File: src/hdl/mhi_consts.vh
// mhi_consts.vh: register offsets, field positions, reset values and clock rates
// assumes: included by bare name from the motion halt and input design files
`ifndef MHI_CONSTS_VH
`define MHI_CONSTS_VH

`define MHI_NUM_AXES 8
`define MHI_CNT_W 32
`define MHI_CLK_HZ 10000000
`define MHI_ENC_MAX_HZ 15000000

// register byte offsets
`define MHI_REG_CTRL 12'h000
`define MHI_REG_STATUS 12'h004
`define MHI_REG_IRQ_STAT 12'h008
`define MHI_REG_IRQ_EN 12'h00c
`define MHI_REG_IRQ_CLR 12'h010
`define MHI_REG_INPUTS 12'h014
`define MHI_REG_IN_SEL 12'h018
`define MHI_REG_OFF_ON_ERR 12'h01c
`define MHI_REG_ENC_MODE 12'h020
`define MHI_REG_ENC_BASE 12'h040

// control register fields
`define MHI_CTRL_KEEP_PROG 0
`define MHI_CTRL_HALT_CLR 1
`define MHI_CTRL_RESET 32'h0000_0000

// status register fields
`define MHI_ST_HALTED 0
`define MHI_ST_HALT_LVL 1
`define MHI_ST_LOCKOUT 2
`define MHI_ST_SEL_IN 3
`define MHI_ST_RST_LVL 4

// interrupt status bits
`define MHI_IRQ_HALT 0
`define MHI_IRQ_LIMIT 1
`define MHI_IRQ_RESET 2
`define MHI_IRQ_LOCKOUT 3
`define MHI_IRQ_W 4

`define MHI_ENC_QUAD 1'b0
`define MHI_ENC_STEP 1'b1

`endif

File: src/hdl/mhi_sync2.v
// mhi_sync2.v: two flip-flop synchroniser for a bus of pin levels
// assumes: inputs are asynchronous to pclk; only the second stage is read outside
`timescale 1ns/100ps
`default_nettype none
module mhi_sync2 #(
	parameter W = 1
) (
	input wire pclk, // system clock
	input wire presetn, // async reset, active low
	input wire [W-1:0] din, // raw pin levels
	output wire [W-1:0] dout // synchronised levels
);
	reg [W-1:0] meta_r;
	reg [W-1:0] sync_r;

	always @(posedge pclk or negedge presetn) begin
		if (!presetn) begin
			meta_r <= {W{1'b0}};
			sync_r <= {W{1'b0}};
		end else begin
			meta_r <= din;
			sync_r <= meta_r;
		end
	end

	assign dout = sync_r;
endmodule
`default_nettype wire

File: src/hdl/mhi_enc_dec.v
// mhi_enc_dec.v: one main encoder channel, quadrature or step and direction
// assumes: phase inputs already synchronised to pclk; one step per edge at most
`timescale 1ns/100ps
`default_nettype none
`include "mhi_consts.vh"
module mhi_enc_dec (
	input wire pclk, // system clock
	input wire presetn, // async reset, active low
	input wire phase_first, // synchronised channel a
	input wire phase_second, // synchronised channel b
	input wire step_mode, // 1 selects step and direction decoding
	input wire cnt_clr, // clear count to zero
	output reg [`MHI_CNT_W-1:0] count_r // signed position count
);
	reg a_d_r;
	reg b_d_r;
	reg up;
	reg dn;
	wire a_edge;
	wire b_edge;

	assign a_edge = phase_first ^ a_d_r;
	assign b_edge = phase_second ^ b_d_r;

	always @* begin
		up = 1'b0;
		dn = 1'b0;
		if (step_mode) begin
			// rising edge of a steps, b sets direction
			if (a_edge && phase_first) begin
				up = !phase_second;
				dn = phase_second;
			end
		end else if (a_edge != b_edge) begin
			// a leading b counts up; both edges at once is an illegal state, ignored
			up = (phase_first ^ phase_second) ? a_edge : b_edge;
			dn = !up;
		end
	end

	always @(posedge pclk or negedge presetn) begin
		if (!presetn) begin
			a_d_r <= 1'b0;
			b_d_r <= 1'b0;
			count_r <= {`MHI_CNT_W{1'b0}};
		end else begin
			a_d_r <= phase_first;
			b_d_r <= phase_second;
			if (cnt_clr)
				count_r <= {`MHI_CNT_W{1'b0}};
			else if (up)
				count_r <= count_r + {{(`MHI_CNT_W-1){1'b0}}, 1'b1};
			else if (dn)
				count_r <= count_r - {{(`MHI_CNT_W-1){1'b0}}, 1'b1};
		end
	end
endmodule
`default_nettype wire

File: src/hdl/mhi_top.v
// mhi_top.v: halt, lockout, reset and general input logic with encoder decoders
// assumes: APB3 master on pclk; all pin inputs asynchronous to pclk
//
// Local design decisions: the placing of the registers and the APB register port.
`timescale 1ns/100ps
`default_nettype none
`include "mhi_consts.vh"
// Operation
// - halt input edge stops controller at once
// - halt drops motion commands, no deceleration
// - limit switch gives decelerated stop instead
// - off-on-error axes: motor off on halt
// - other axes: fastest stop, stay servoing
// - halt kills programs unless configured otherwise
// - reset line resets, never master reset
// - lockout input shuts amplifier in hardware
// - general inputs 1-8 readable by index
// - wide variant adds inputs 9-16 same way
// - one halt, reset, lockout for all axes
// - encoders default quadrature, per-axis step option
// - step mode: a is pulse, b direction
// - quadrature counts correctly up to 15 MHz; here decoded on the 10 MHz pclk, at most one count per clock
module mhi_top (
	input wire pclk, // system clock, 10 MHz
	input wire presetn, // async reset, active low
	input wire psel, // apb select
	input wire penable, // apb access phase
	input wire pwrite, // apb direction
	input wire [11:0] paddr, // apb byte address
	input wire [31:0] pwdata, // apb write data
	output wire pready, // apb ready, always one
	output reg [31:0] prdata, // apb read data
	output wire pslverr, // apb error on unmapped address
	input wire motion_halt_input, // shared halt pin, level
	input wire amp_lockout_input, // shared amplifier lockout pin
	input wire hw_reset_input, // shared reset line or button, active high
	input wire [7:0] general_inputs_low, // general inputs 1-8
	input wire [7:0] general_inputs_high, // general inputs 9-16
	input wire [`MHI_NUM_AXES-1:0] limit_active, // any limit switch per axis, pin
	input wire [`MHI_NUM_AXES-1:0] enc_phase_first, // encoder channel a per axis
	input wire [`MHI_NUM_AXES-1:0] enc_phase_second, // encoder channel b per axis
	output reg motion_cmd_stop, // stop motion commands now, no profile
	output reg [`MHI_NUM_AXES-1:0] axis_motor_off, // axis out of servo control
	output reg [`MHI_NUM_AXES-1:0] axis_fast_stop, // axis stops fast, stays servo
	output reg [`MHI_NUM_AXES-1:0] axis_decel_stop, // axis decelerated stop request
	output reg program_abort, // one-cycle pulse: terminate programs
	output reg ctrl_soft_reset, // one-cycle pulse: controller reset
	output reg amp_shutdown, // amplifier hardware shutdown level
	output wire irq // interrupt, level, active high
);
	wire halt_s;
	wire lock_s;
	wire rst_s;
	wire [15:0] gin_s;
	wire [`MHI_NUM_AXES-1:0] lim_s;
	wire [`MHI_NUM_AXES-1:0] pa_s;
	wire [`MHI_NUM_AXES-1:0] pb_s;
	reg halt_d_r;
	reg rst_d_r;
	reg lim_d_r;
	reg lock_d_r;
	reg halted_r;
	reg keep_prog_r;
	reg [4:0] in_sel_r;
	wire [4:0] sel_idx;
	reg [`MHI_NUM_AXES-1:0] off_on_err_r;
	reg [`MHI_NUM_AXES-1:0] enc_mode_r;
	reg [`MHI_NUM_AXES-1:0] enc_clr_r;
	reg [`MHI_IRQ_W-1:0] irq_stat_r;
	reg [`MHI_IRQ_W-1:0] irq_en_r;
	reg [`MHI_IRQ_W-1:0] irq_set;
	reg [`MHI_IRQ_W-1:0] irq_clr;
	wire [`MHI_CNT_W-1:0] enc_count [0:`MHI_NUM_AXES-1];
	wire halt_edge;
	wire wr_en;
	wire rd_en;
	wire addr_ok;
	wire sel_bit;
	wire enc_hit;
	wire [2:0] enc_idx;
	reg [31:0] rd_mux;

	// one synchroniser bank for every pin, shared pins once only
	mhi_sync2 #(.W(3 + 16 + 3 * `MHI_NUM_AXES)) u_sync (
		.pclk(pclk),
		.presetn(presetn),
		.din({motion_halt_input, amp_lockout_input, hw_reset_input,
			general_inputs_high, general_inputs_low,
			limit_active, enc_phase_first, enc_phase_second}),
		.dout({halt_s, lock_s, rst_s, gin_s, lim_s, pa_s, pb_s})
	);

	// encoder decoders; pclk must sample faster than encoder edges
	genvar gi;
	generate
		for (gi = 0; gi < `MHI_NUM_AXES; gi = gi + 1) begin : g_enc
			mhi_enc_dec u_dec (
				.pclk(pclk),
				.presetn(presetn),
				.phase_first(pa_s[gi]),
				.phase_second(pb_s[gi]),
				.step_mode(enc_mode_r[gi]),
				.cnt_clr(enc_clr_r[gi]),
				.count_r(enc_count[gi])
			);
		end
	endgenerate

	// apb decode, zero wait states
	assign pready = 1'b1;
	assign wr_en = psel & penable & pwrite;
	// read data is loaded in the setup cycle so it already stands at the access edge
	assign rd_en = psel & ~penable & ~pwrite;
	assign enc_hit = (paddr[11:5] == `MHI_REG_ENC_BASE >> 5) && (paddr[1:0] == 2'b00);
	assign enc_idx = paddr[4:2];
	assign addr_ok = enc_hit ||
		paddr == `MHI_REG_CTRL || paddr == `MHI_REG_STATUS ||
		paddr == `MHI_REG_IRQ_STAT || paddr == `MHI_REG_IRQ_EN ||
		paddr == `MHI_REG_IRQ_CLR || paddr == `MHI_REG_INPUTS ||
		paddr == `MHI_REG_IN_SEL || paddr == `MHI_REG_OFF_ON_ERR ||
		paddr == `MHI_REG_ENC_MODE;
	assign pslverr = psel & penable & ~addr_ok;

	// index 1..16, zero or out of range reads as zero
	// five bits so that index 16 can be written at all
	assign sel_idx = in_sel_r - 5'h01;
	assign sel_bit = (in_sel_r == 5'h00 || in_sel_r > 5'h10) ? 1'b0 :
		gin_s[sel_idx[3:0]];

	// any halt level change, either direction, is an event
	assign halt_edge = halt_s ^ halt_d_r;

	always @* begin
		irq_set = {`MHI_IRQ_W{1'b0}};
		irq_set[`MHI_IRQ_HALT] = halt_edge;
		irq_set[`MHI_IRQ_LIMIT] = (|lim_s) & ~lim_d_r;
		irq_set[`MHI_IRQ_RESET] = rst_s & ~rst_d_r;
		irq_set[`MHI_IRQ_LOCKOUT] = lock_s & ~lock_d_r;
		irq_clr = (wr_en && paddr == `MHI_REG_IRQ_CLR) ? pwdata[`MHI_IRQ_W-1:0] :
			{`MHI_IRQ_W{1'b0}};
	end

	assign irq = |(irq_stat_r & irq_en_r);

	always @* begin
		rd_mux = 32'h0000_0000;
		if (enc_hit)
			rd_mux = enc_count[enc_idx];
		else
			case (paddr)
			`MHI_REG_CTRL: rd_mux[`MHI_CTRL_KEEP_PROG] = keep_prog_r;
			`MHI_REG_STATUS: begin
				rd_mux[`MHI_ST_HALTED] = halted_r;
				rd_mux[`MHI_ST_HALT_LVL] = halt_s;
				rd_mux[`MHI_ST_LOCKOUT] = lock_s;
				rd_mux[`MHI_ST_SEL_IN] = sel_bit;
				rd_mux[`MHI_ST_RST_LVL] = rst_s;
			end
			`MHI_REG_IRQ_STAT: rd_mux[`MHI_IRQ_W-1:0] = irq_stat_r;
			`MHI_REG_IRQ_EN: rd_mux[`MHI_IRQ_W-1:0] = irq_en_r;
			`MHI_REG_INPUTS: rd_mux[15:0] = gin_s;
			`MHI_REG_IN_SEL: rd_mux[4:0] = in_sel_r;
			`MHI_REG_OFF_ON_ERR: rd_mux[`MHI_NUM_AXES-1:0] = off_on_err_r;
			`MHI_REG_ENC_MODE: rd_mux[`MHI_NUM_AXES-1:0] = enc_mode_r;
			default: rd_mux = 32'h0000_0000;
			endcase
	end

	always @(posedge pclk or negedge presetn) begin
		if (!presetn) begin
			halt_d_r <= 1'b0;
			rst_d_r <= 1'b0;
			lim_d_r <= 1'b0;
			lock_d_r <= 1'b0;
			halted_r <= 1'b0;
			keep_prog_r <= 1'b0;
			in_sel_r <= 5'h00;
			off_on_err_r <= {`MHI_NUM_AXES{1'b0}};
			enc_mode_r <= {`MHI_NUM_AXES{`MHI_ENC_QUAD}};
			enc_clr_r <= {`MHI_NUM_AXES{1'b0}};
			irq_stat_r <= {`MHI_IRQ_W{1'b0}};
			irq_en_r <= {`MHI_IRQ_W{1'b0}};
			prdata <= 32'h0000_0000;
			motion_cmd_stop <= 1'b0;
			axis_motor_off <= {`MHI_NUM_AXES{1'b0}};
			axis_fast_stop <= {`MHI_NUM_AXES{1'b0}};
			axis_decel_stop <= {`MHI_NUM_AXES{1'b0}};
			program_abort <= 1'b0;
			ctrl_soft_reset <= 1'b0;
			amp_shutdown <= 1'b0;
		end else begin
			halt_d_r <= halt_s;
			rst_d_r <= rst_s;
			lim_d_r <= |lim_s;
			lock_d_r <= lock_s;
			enc_clr_r <= {`MHI_NUM_AXES{1'b0}};
			// set wins over a clear in the same cycle
			irq_stat_r <= (irq_stat_r & ~irq_clr) | irq_set;
			if (rd_en)
				prdata <= rd_mux;
			if (wr_en) begin
				case (paddr)
				`MHI_REG_CTRL: keep_prog_r <= pwdata[`MHI_CTRL_KEEP_PROG];
				`MHI_REG_IRQ_EN: irq_en_r <= pwdata[`MHI_IRQ_W-1:0];
				`MHI_REG_IN_SEL: in_sel_r <= pwdata[4:0];
				`MHI_REG_OFF_ON_ERR: off_on_err_r <= pwdata[`MHI_NUM_AXES-1:0];
				`MHI_REG_ENC_MODE: enc_mode_r <= pwdata[`MHI_NUM_AXES-1:0];
				default: begin
					if (enc_hit)
						enc_clr_r[enc_idx] <= 1'b1;
				end
				endcase
			end
			// halt latches until software releases it; a new edge wins
			if (halt_edge)
				halted_r <= 1'b1;
			else if (wr_en && paddr == `MHI_REG_CTRL && pwdata[`MHI_CTRL_HALT_CLR])
				halted_r <= 1'b0;
			// combinational decisions are registered so they act the edge after detection
			motion_cmd_stop <= halt_edge | halted_r;
			axis_motor_off <= {`MHI_NUM_AXES{halt_edge | halted_r}} & off_on_err_r;
			axis_fast_stop <= {`MHI_NUM_AXES{halt_edge | halted_r}} & ~off_on_err_r;
			// limits use the profiled stop, never the halt path
			axis_decel_stop <= lim_s & ~{`MHI_NUM_AXES{halt_edge | halted_r}};
			program_abort <= halt_edge & ~keep_prog_r;
			// controller reset only; configuration registers are kept, no master reset
			ctrl_soft_reset <= rst_s & ~rst_d_r;
			amp_shutdown <= lock_s;
		end
	end
endmodule
`default_nettype wire

File: config.mk
export PLATFORM = sky130hd
export DESIGN_NAME = mhi_top
export DESIGN_NICKNAME = d
export VERILOG_FILES = /design/src/hdl/mhi_sync2.v /design/src/hdl/mhi_enc_dec.v /design/src/hdl/mhi_top.v
export VERILOG_INCLUDE_DIRS = /design/src /design/src/hdl
export SDC_FILE = /design/constraint.sdc
export NUM_CORES = 1
export LEC_CHECK = 0
export BUFFER_PORTS_ARGS = -buffer_cell sky130_fd_sc_hd__buf_2
export CAP_MARGIN = 10
export CORE_MARGIN = 8
export CORE_UTILIZATION = 45
export CTS_BUF_LIST = sky130_fd_sc_hd__clkbuf_4
export DETAILED_ROUTE_END_ITERATION = 10
export GPL_TIMING_DRIVEN = 0
export PLACE_DENSITY = 0.7
export SYNTH_ARGS = -nofsm -noshare
export SYNTH_HDL_FRONTEND = slang
export SYNTH_HIERARCHICAL = 1
export SYNTH_SLANG_ARGS = --single-unit
File: constraint.sdc
create_clock -name pclk -period 6.6 [get_ports pclk]
set_input_delay 0 -clock pclk [delete_from_list [all_inputs] [get_ports pclk]]
set_output_delay 0 -clock pclk [all_outputs]
set_load 0.05 [all_outputs]
==> impl_metrics.sql <==
INSERT INTO impl_metrics (metric_group, metric, value, unit) VALUES
('timing', 'timing.final.hold_violations', '0', ''),
('cts', 'cts.path.max_buffers', '3', ''),
('setup_path', 'crit_slowest_cell', 'nor4_2', ''),
('detailed_routing', 'drc', '0', ''),
('global_routing', 'antenna_found_initial', '7', ''),
('worst_hold_path', 'holdCritPathClass', 'in2reg', ''),
('worst_hold_path', 'min_delay_worst_endpoint', 'prdata[2]$_DFFE_PN0P_', ''),
('synth', 'synth_cell_types', '104', ''),
('placement', 'io_buf_count', '128', ''),
('synth', 'syn_avg_cell_area', '9.31', 'µm²'),
('die', 'start_util', '45.3', '%'),
('cts', 'cts.sink_count', '460', ''),
('finish', 'syn_to_final_growth', '16.2', '%'),
('synth', 'ys_dominant_reg_cell', 'dfrtp_1', ''),
('detailed_routing', 'detail_route.wirelength', '118000', 'µm'),
('global_routing', 'grt_pass1_vias', '29666', ''),
('detailed_routing', 'met3_wirelength', '12200', 'µm'),
('detailed_routing', 'viasPerCell', '6.28', ''),
('status', 'status', 'finished, final reports clean', ''),
('global_routing', 'maximum_number_of_pins_on_one_net_before_global_route_repair', '124', ''),
('worst_hold_path', 'timing.hold.worst.start', 'psel', ''),
('setup_path', 'count_of_cells_along_the_worst_register_to_register_path', '15', ''),
('timing', 'period_share', '77.2', '%'),
('setup_path', 'worstPathRequired', '7480', 'ps'),
('power_and_ir_drop', 'static-leakage-power', '14.9', 'nW'),
('synth', 'synthesis.instances', '3458', ''),
('synth', 'synth.yosys.warnings', '6', ''),
('placement', 'area_after_dpl', '0.0341', 'mm²'),
('timing', 'achievable-frequency', '196', 'MHz'),
('timing', 'setup_violations', '0', ''),
('cts', 'cts_root_buf', 'clkbuf_4', ''),
('setup_path', 'worst_setup_path_start_kind', 'register', ''),
('setup_path', 'worstPathCellList', 'ha_1 -> xnor2_2 -> mux2i_4 -> nand2_2 -> buf_6 -> clkbuf_1 -> xnor2_1 -> ha_1 -> nand3_1 -> nor4_2 -> o211ai_1 -> a222oi_1 -> a41oi_1 -> xor2_1 -> o31ai_2', ''),
('timing', 'tns', '0', 'ps'),
('detailed_routing', 'firstDrtPassIters', '8', ''),
('setup_path', 'timing.critical_path.buf_inv', '2', ''),
('timing', 'finalWorstSetupSlack', '1510', 'ps'),
('setup_path', 'crit_top_cell', 'ha_1', ''),
('finish', 'final_net_count', '3994', ''),
('die', 'core_region_area', '0.0711', 'mm²'),
('setup_path', 'timing.critical_path.max_delay_family', 'compound AO/OA/AOI/OAI gates', ''),
('detailed_routing', 'antenna_violating_nets_post_route', '0', ''),
('finish', 'final_core_density', '52.6', '%'),
('synth', 'synth.ff_latch_count', '460', ''),
('placement', 'detailed_place_hpwl', '85500', 'µm'),
('timing', 'timing.clock.skew', '81.9', 'ps'),
('setup_path', 'timing.critical_path.from', 'u_sync/dout[15]$_DFF_PN0_', ''),
('power_and_ir_drop', 'power-per-cell-area', '370', 'mW/mm²'),
('detailed_routing', 'route.layer.met1.wl', '50200', 'µm'),
('setup_path', 'ff2ff_setup_slack', '1510', 'ps'),
('cts', 'cts.clk_slew.worst_paths', '60', 'ps'),
('cts', 'worstSkewPairLatency', '1000', 'ps'),
('worst_hold_path', 'hold_critical_path_depth', '5', ''),
('setup_path', 'path_depth', '15', ''),
('die', 'dieArea', '0.0804', 'mm²'),
('cts', 'cts-htree-levels', '4', ''),
('global_routing', 'track_usage', '28.4', '%'),
('detailed_routing', 'highest_routed_metal_layer', 'met5', ''),
('timing', 'grt_setup_unrepaired', 'no', ''),
('die', 'horizontal_die_dimension', '284', 'µm'),
('finish', 'fillers', '6651', ''),
('setup_path', 'crit_arrival', '5970', 'ps'),
('cts', 'tritoncts', 'done', ''),
('placement', 'rd_place_congestion', '0.996', ''),
('setup_path', 'critical_path.reg2reg.endpoint', 'g_enc[7].u_dec/count_r[30]$_DFFE_PN0P_', ''),
('timing', 'worstMarginPinSlew', '1110', 'ps'),
('synth', 'synth_enable_flop_cells', '0', ''),
('finish', 'most-common-layout-cells', 'nor2_1 (472), dfrtp_1 (460), nand2_1 (249)', ''),
('detailed_routing', 'iteration_0_drc_markers', '3781', ''),
('detailed_routing', 'routed-via-count', '30843', ''),
('power_and_ir_drop', 'vdd.ir_drop.worst', '0.234', 'mV');
[metal layers]
layer | vias up | track usage, %
li1 | 13687 | -
met1 | 15007 | 39.8
met2 | 1843 | 41.8
met3 | 298 | 7.19
met4 | 8 | 10.9
met5 | - | 0
[cells by family (layout without fill, tap and decap cells)]
family / after synthesis / after routing / share of synthesized area, %
adder cells (fa/ha/maj): 34 / 34 / 1.32
flip-flops: 460 / 460 / 35.7
multiplexers: 200 / 200 / 9.59
AND/OR/NAND/NOR: 1563 / 1563 / 25.7
other: 1 / 2 / 0.0116
XOR/XNOR: 220 / 220 / 6.17
buffers and inverters: 325 / 829 / 6.28
AO/OA/AOI/OAI: 655 / 655 / 15.2
[metrics by stage]
| step | cells | hold WS (ps) |
|---|---|---|
| floorplan | 3458 | -296 |
| global placement | 4536 | 109 |
| detailed placement | 4539 | 109 |
| CTS | 4911 | 37.7 |
| global route | 4913 | 126 |
| finish | 4913 | 130 |
[how the worst max path moves through the flow]
| stage | slack [ps] | endpoint |
|---|---|---|
| 5_1_grt | 1210 | g_enc[4].u_dec/count_r[30]$_DFFE_PN0P_ |
| 3_5_place_dp | 1730 | g_enc[4].u_dec/count_r[30]$_DFFE_PN0P_ |
| 4_1_cts | 1670 | g_enc[4].u_dec/count_r[30]$_DFFE_PN0P_ |
| 6_report | 1510 | g_enc[7].u_dec/count_r[30]$_DFFE_PN0P_ |
| 3_3_place_gp | -3900 | g_enc[5].u_dec/a_d_r$_DFF_PN0_ |
| 2_1_floorplan | 2670 | g_enc[0].u_dec/count_r[22]$_DFFE_PN0P_ |
[Yosys cell counts, types with 12 or more instances]
cell | n | area [µm²]
o21ai_0 | 80 | 400
buf_6 | 44 | 495
a22o_1 | 15 | 131
a211oi_1 | 12 | 90.1
nor3b_1 | 33 | 248
a211oi_2 | 12 | 150
buf_2 | 47 | 235
xnor2_1 | 114 | 998
o31ai_1 | 20 | 150
nor2b_1 | 24 | 150
and2_1 | 24 | 150
a41oi_1 | 24 | 210
o21ai_1 | 54 | 270
nor3_1 | 142 | 711
mux4_2 | 69 | 1550
nand2b_1 | 19 | 119
a21o_1 | 17 | 128
a31oi_1 | 22 | 138
o211ai_1 | 24 | 180
ha_1 | 34 | 425
a22oi_1 | 14 | 105
or4_1 | 37 | 278
clkbuf_1 | 115 | 432
nand3_1 | 160 | 801
mux2_2 | 35 | 394
and4_1 | 13 | 114
a32oi_1 | 14 | 123
inv_1 | 40 | 150
o32ai_1 | 18 | 158
nand4_1 | 77 | 482
clkbuf_8 | 16 | 220
mux2i_1 | 72 | 721
and3_1 | 42 | 263
nand2_1 | 249 | 935
a21oi_1 | 145 | 726
xor2_1 | 98 | 858
nor4_1 | 89 | 557
buf_4 | 34 | 255
nor2_1 | 472 | 1770
dfrtp_1 | 460 | 11500
nand3b_1 | 12 | 90.1
o21a_1 | 12 | 90.1
mux2_4 | 16 | 240
or3_1 | 37 | 231
o22ai_1 | 36 | 225
[worst min-delay path, cell delays in order]
cell and delay [ps]:
dlygate4sd3_1 540, buf_2 140, nor3b_1 200, nor2_1 110, nor2_1 50
[repair_timing]
item                                   4_1_cts  5_1_grt
endpoints found under the hold margin      574        0
gates resized for setup                      0        0
hold buffers                               144        0
[sequential cells by signal (all words and copies together), names as in the netlist, 5 cells and up]
| register | flops |
|---|---|
| axis_decel_stop | 8 |
| u_sync/dout | 43 |
| enc_mode_r | 8 |
| g_enc.u_dec/b_d_r | 8 |
| g_enc.u_dec/a_d_r | 8 |
| g_enc.u_dec/count_r | 256 |
| u_sync/meta_r | 43 |
| axis_fast_stop | 8 |
| axis_motor_off | 8 |
| in_sel_r | 5 |
| prdata | 32 |
| enc_clr_r | 8 |
| off_on_err_r | 8 |
[report_power, final]
| part | total, mW | internal [mW] | leakage (nW) | switching, mW |
|---|---|---|---|---|
| logic | 5.99 | 2.38 | 8.22 | 3.61 |
| registers | 4.87 | 3.56 | 5.61 | 1.31 |
| clock network | 2.97 | 1.65 | 1.04 | 1.33 |
[area by class of cell]
cell class | instances | area (µm²) | area share, %
multi-input cells | 2673 | 18700 | 49.9
flip-flops and latches | 460 | 11500 | 30.8
repair buffers | 276 | 2200 | 5.87
plain buffers | 277 | 1840 | 4.92
clock buffers | 185 | 1390 | 3.71
well taps | 950 | 1190 | 3.18
clock inverters | 43 | 425 | 1.14
inverters | 48 | 180 | 0.482
diodes | 1 | 2.50 | 0.00669
Note: power is estimated with default switching activity, not from simulation.
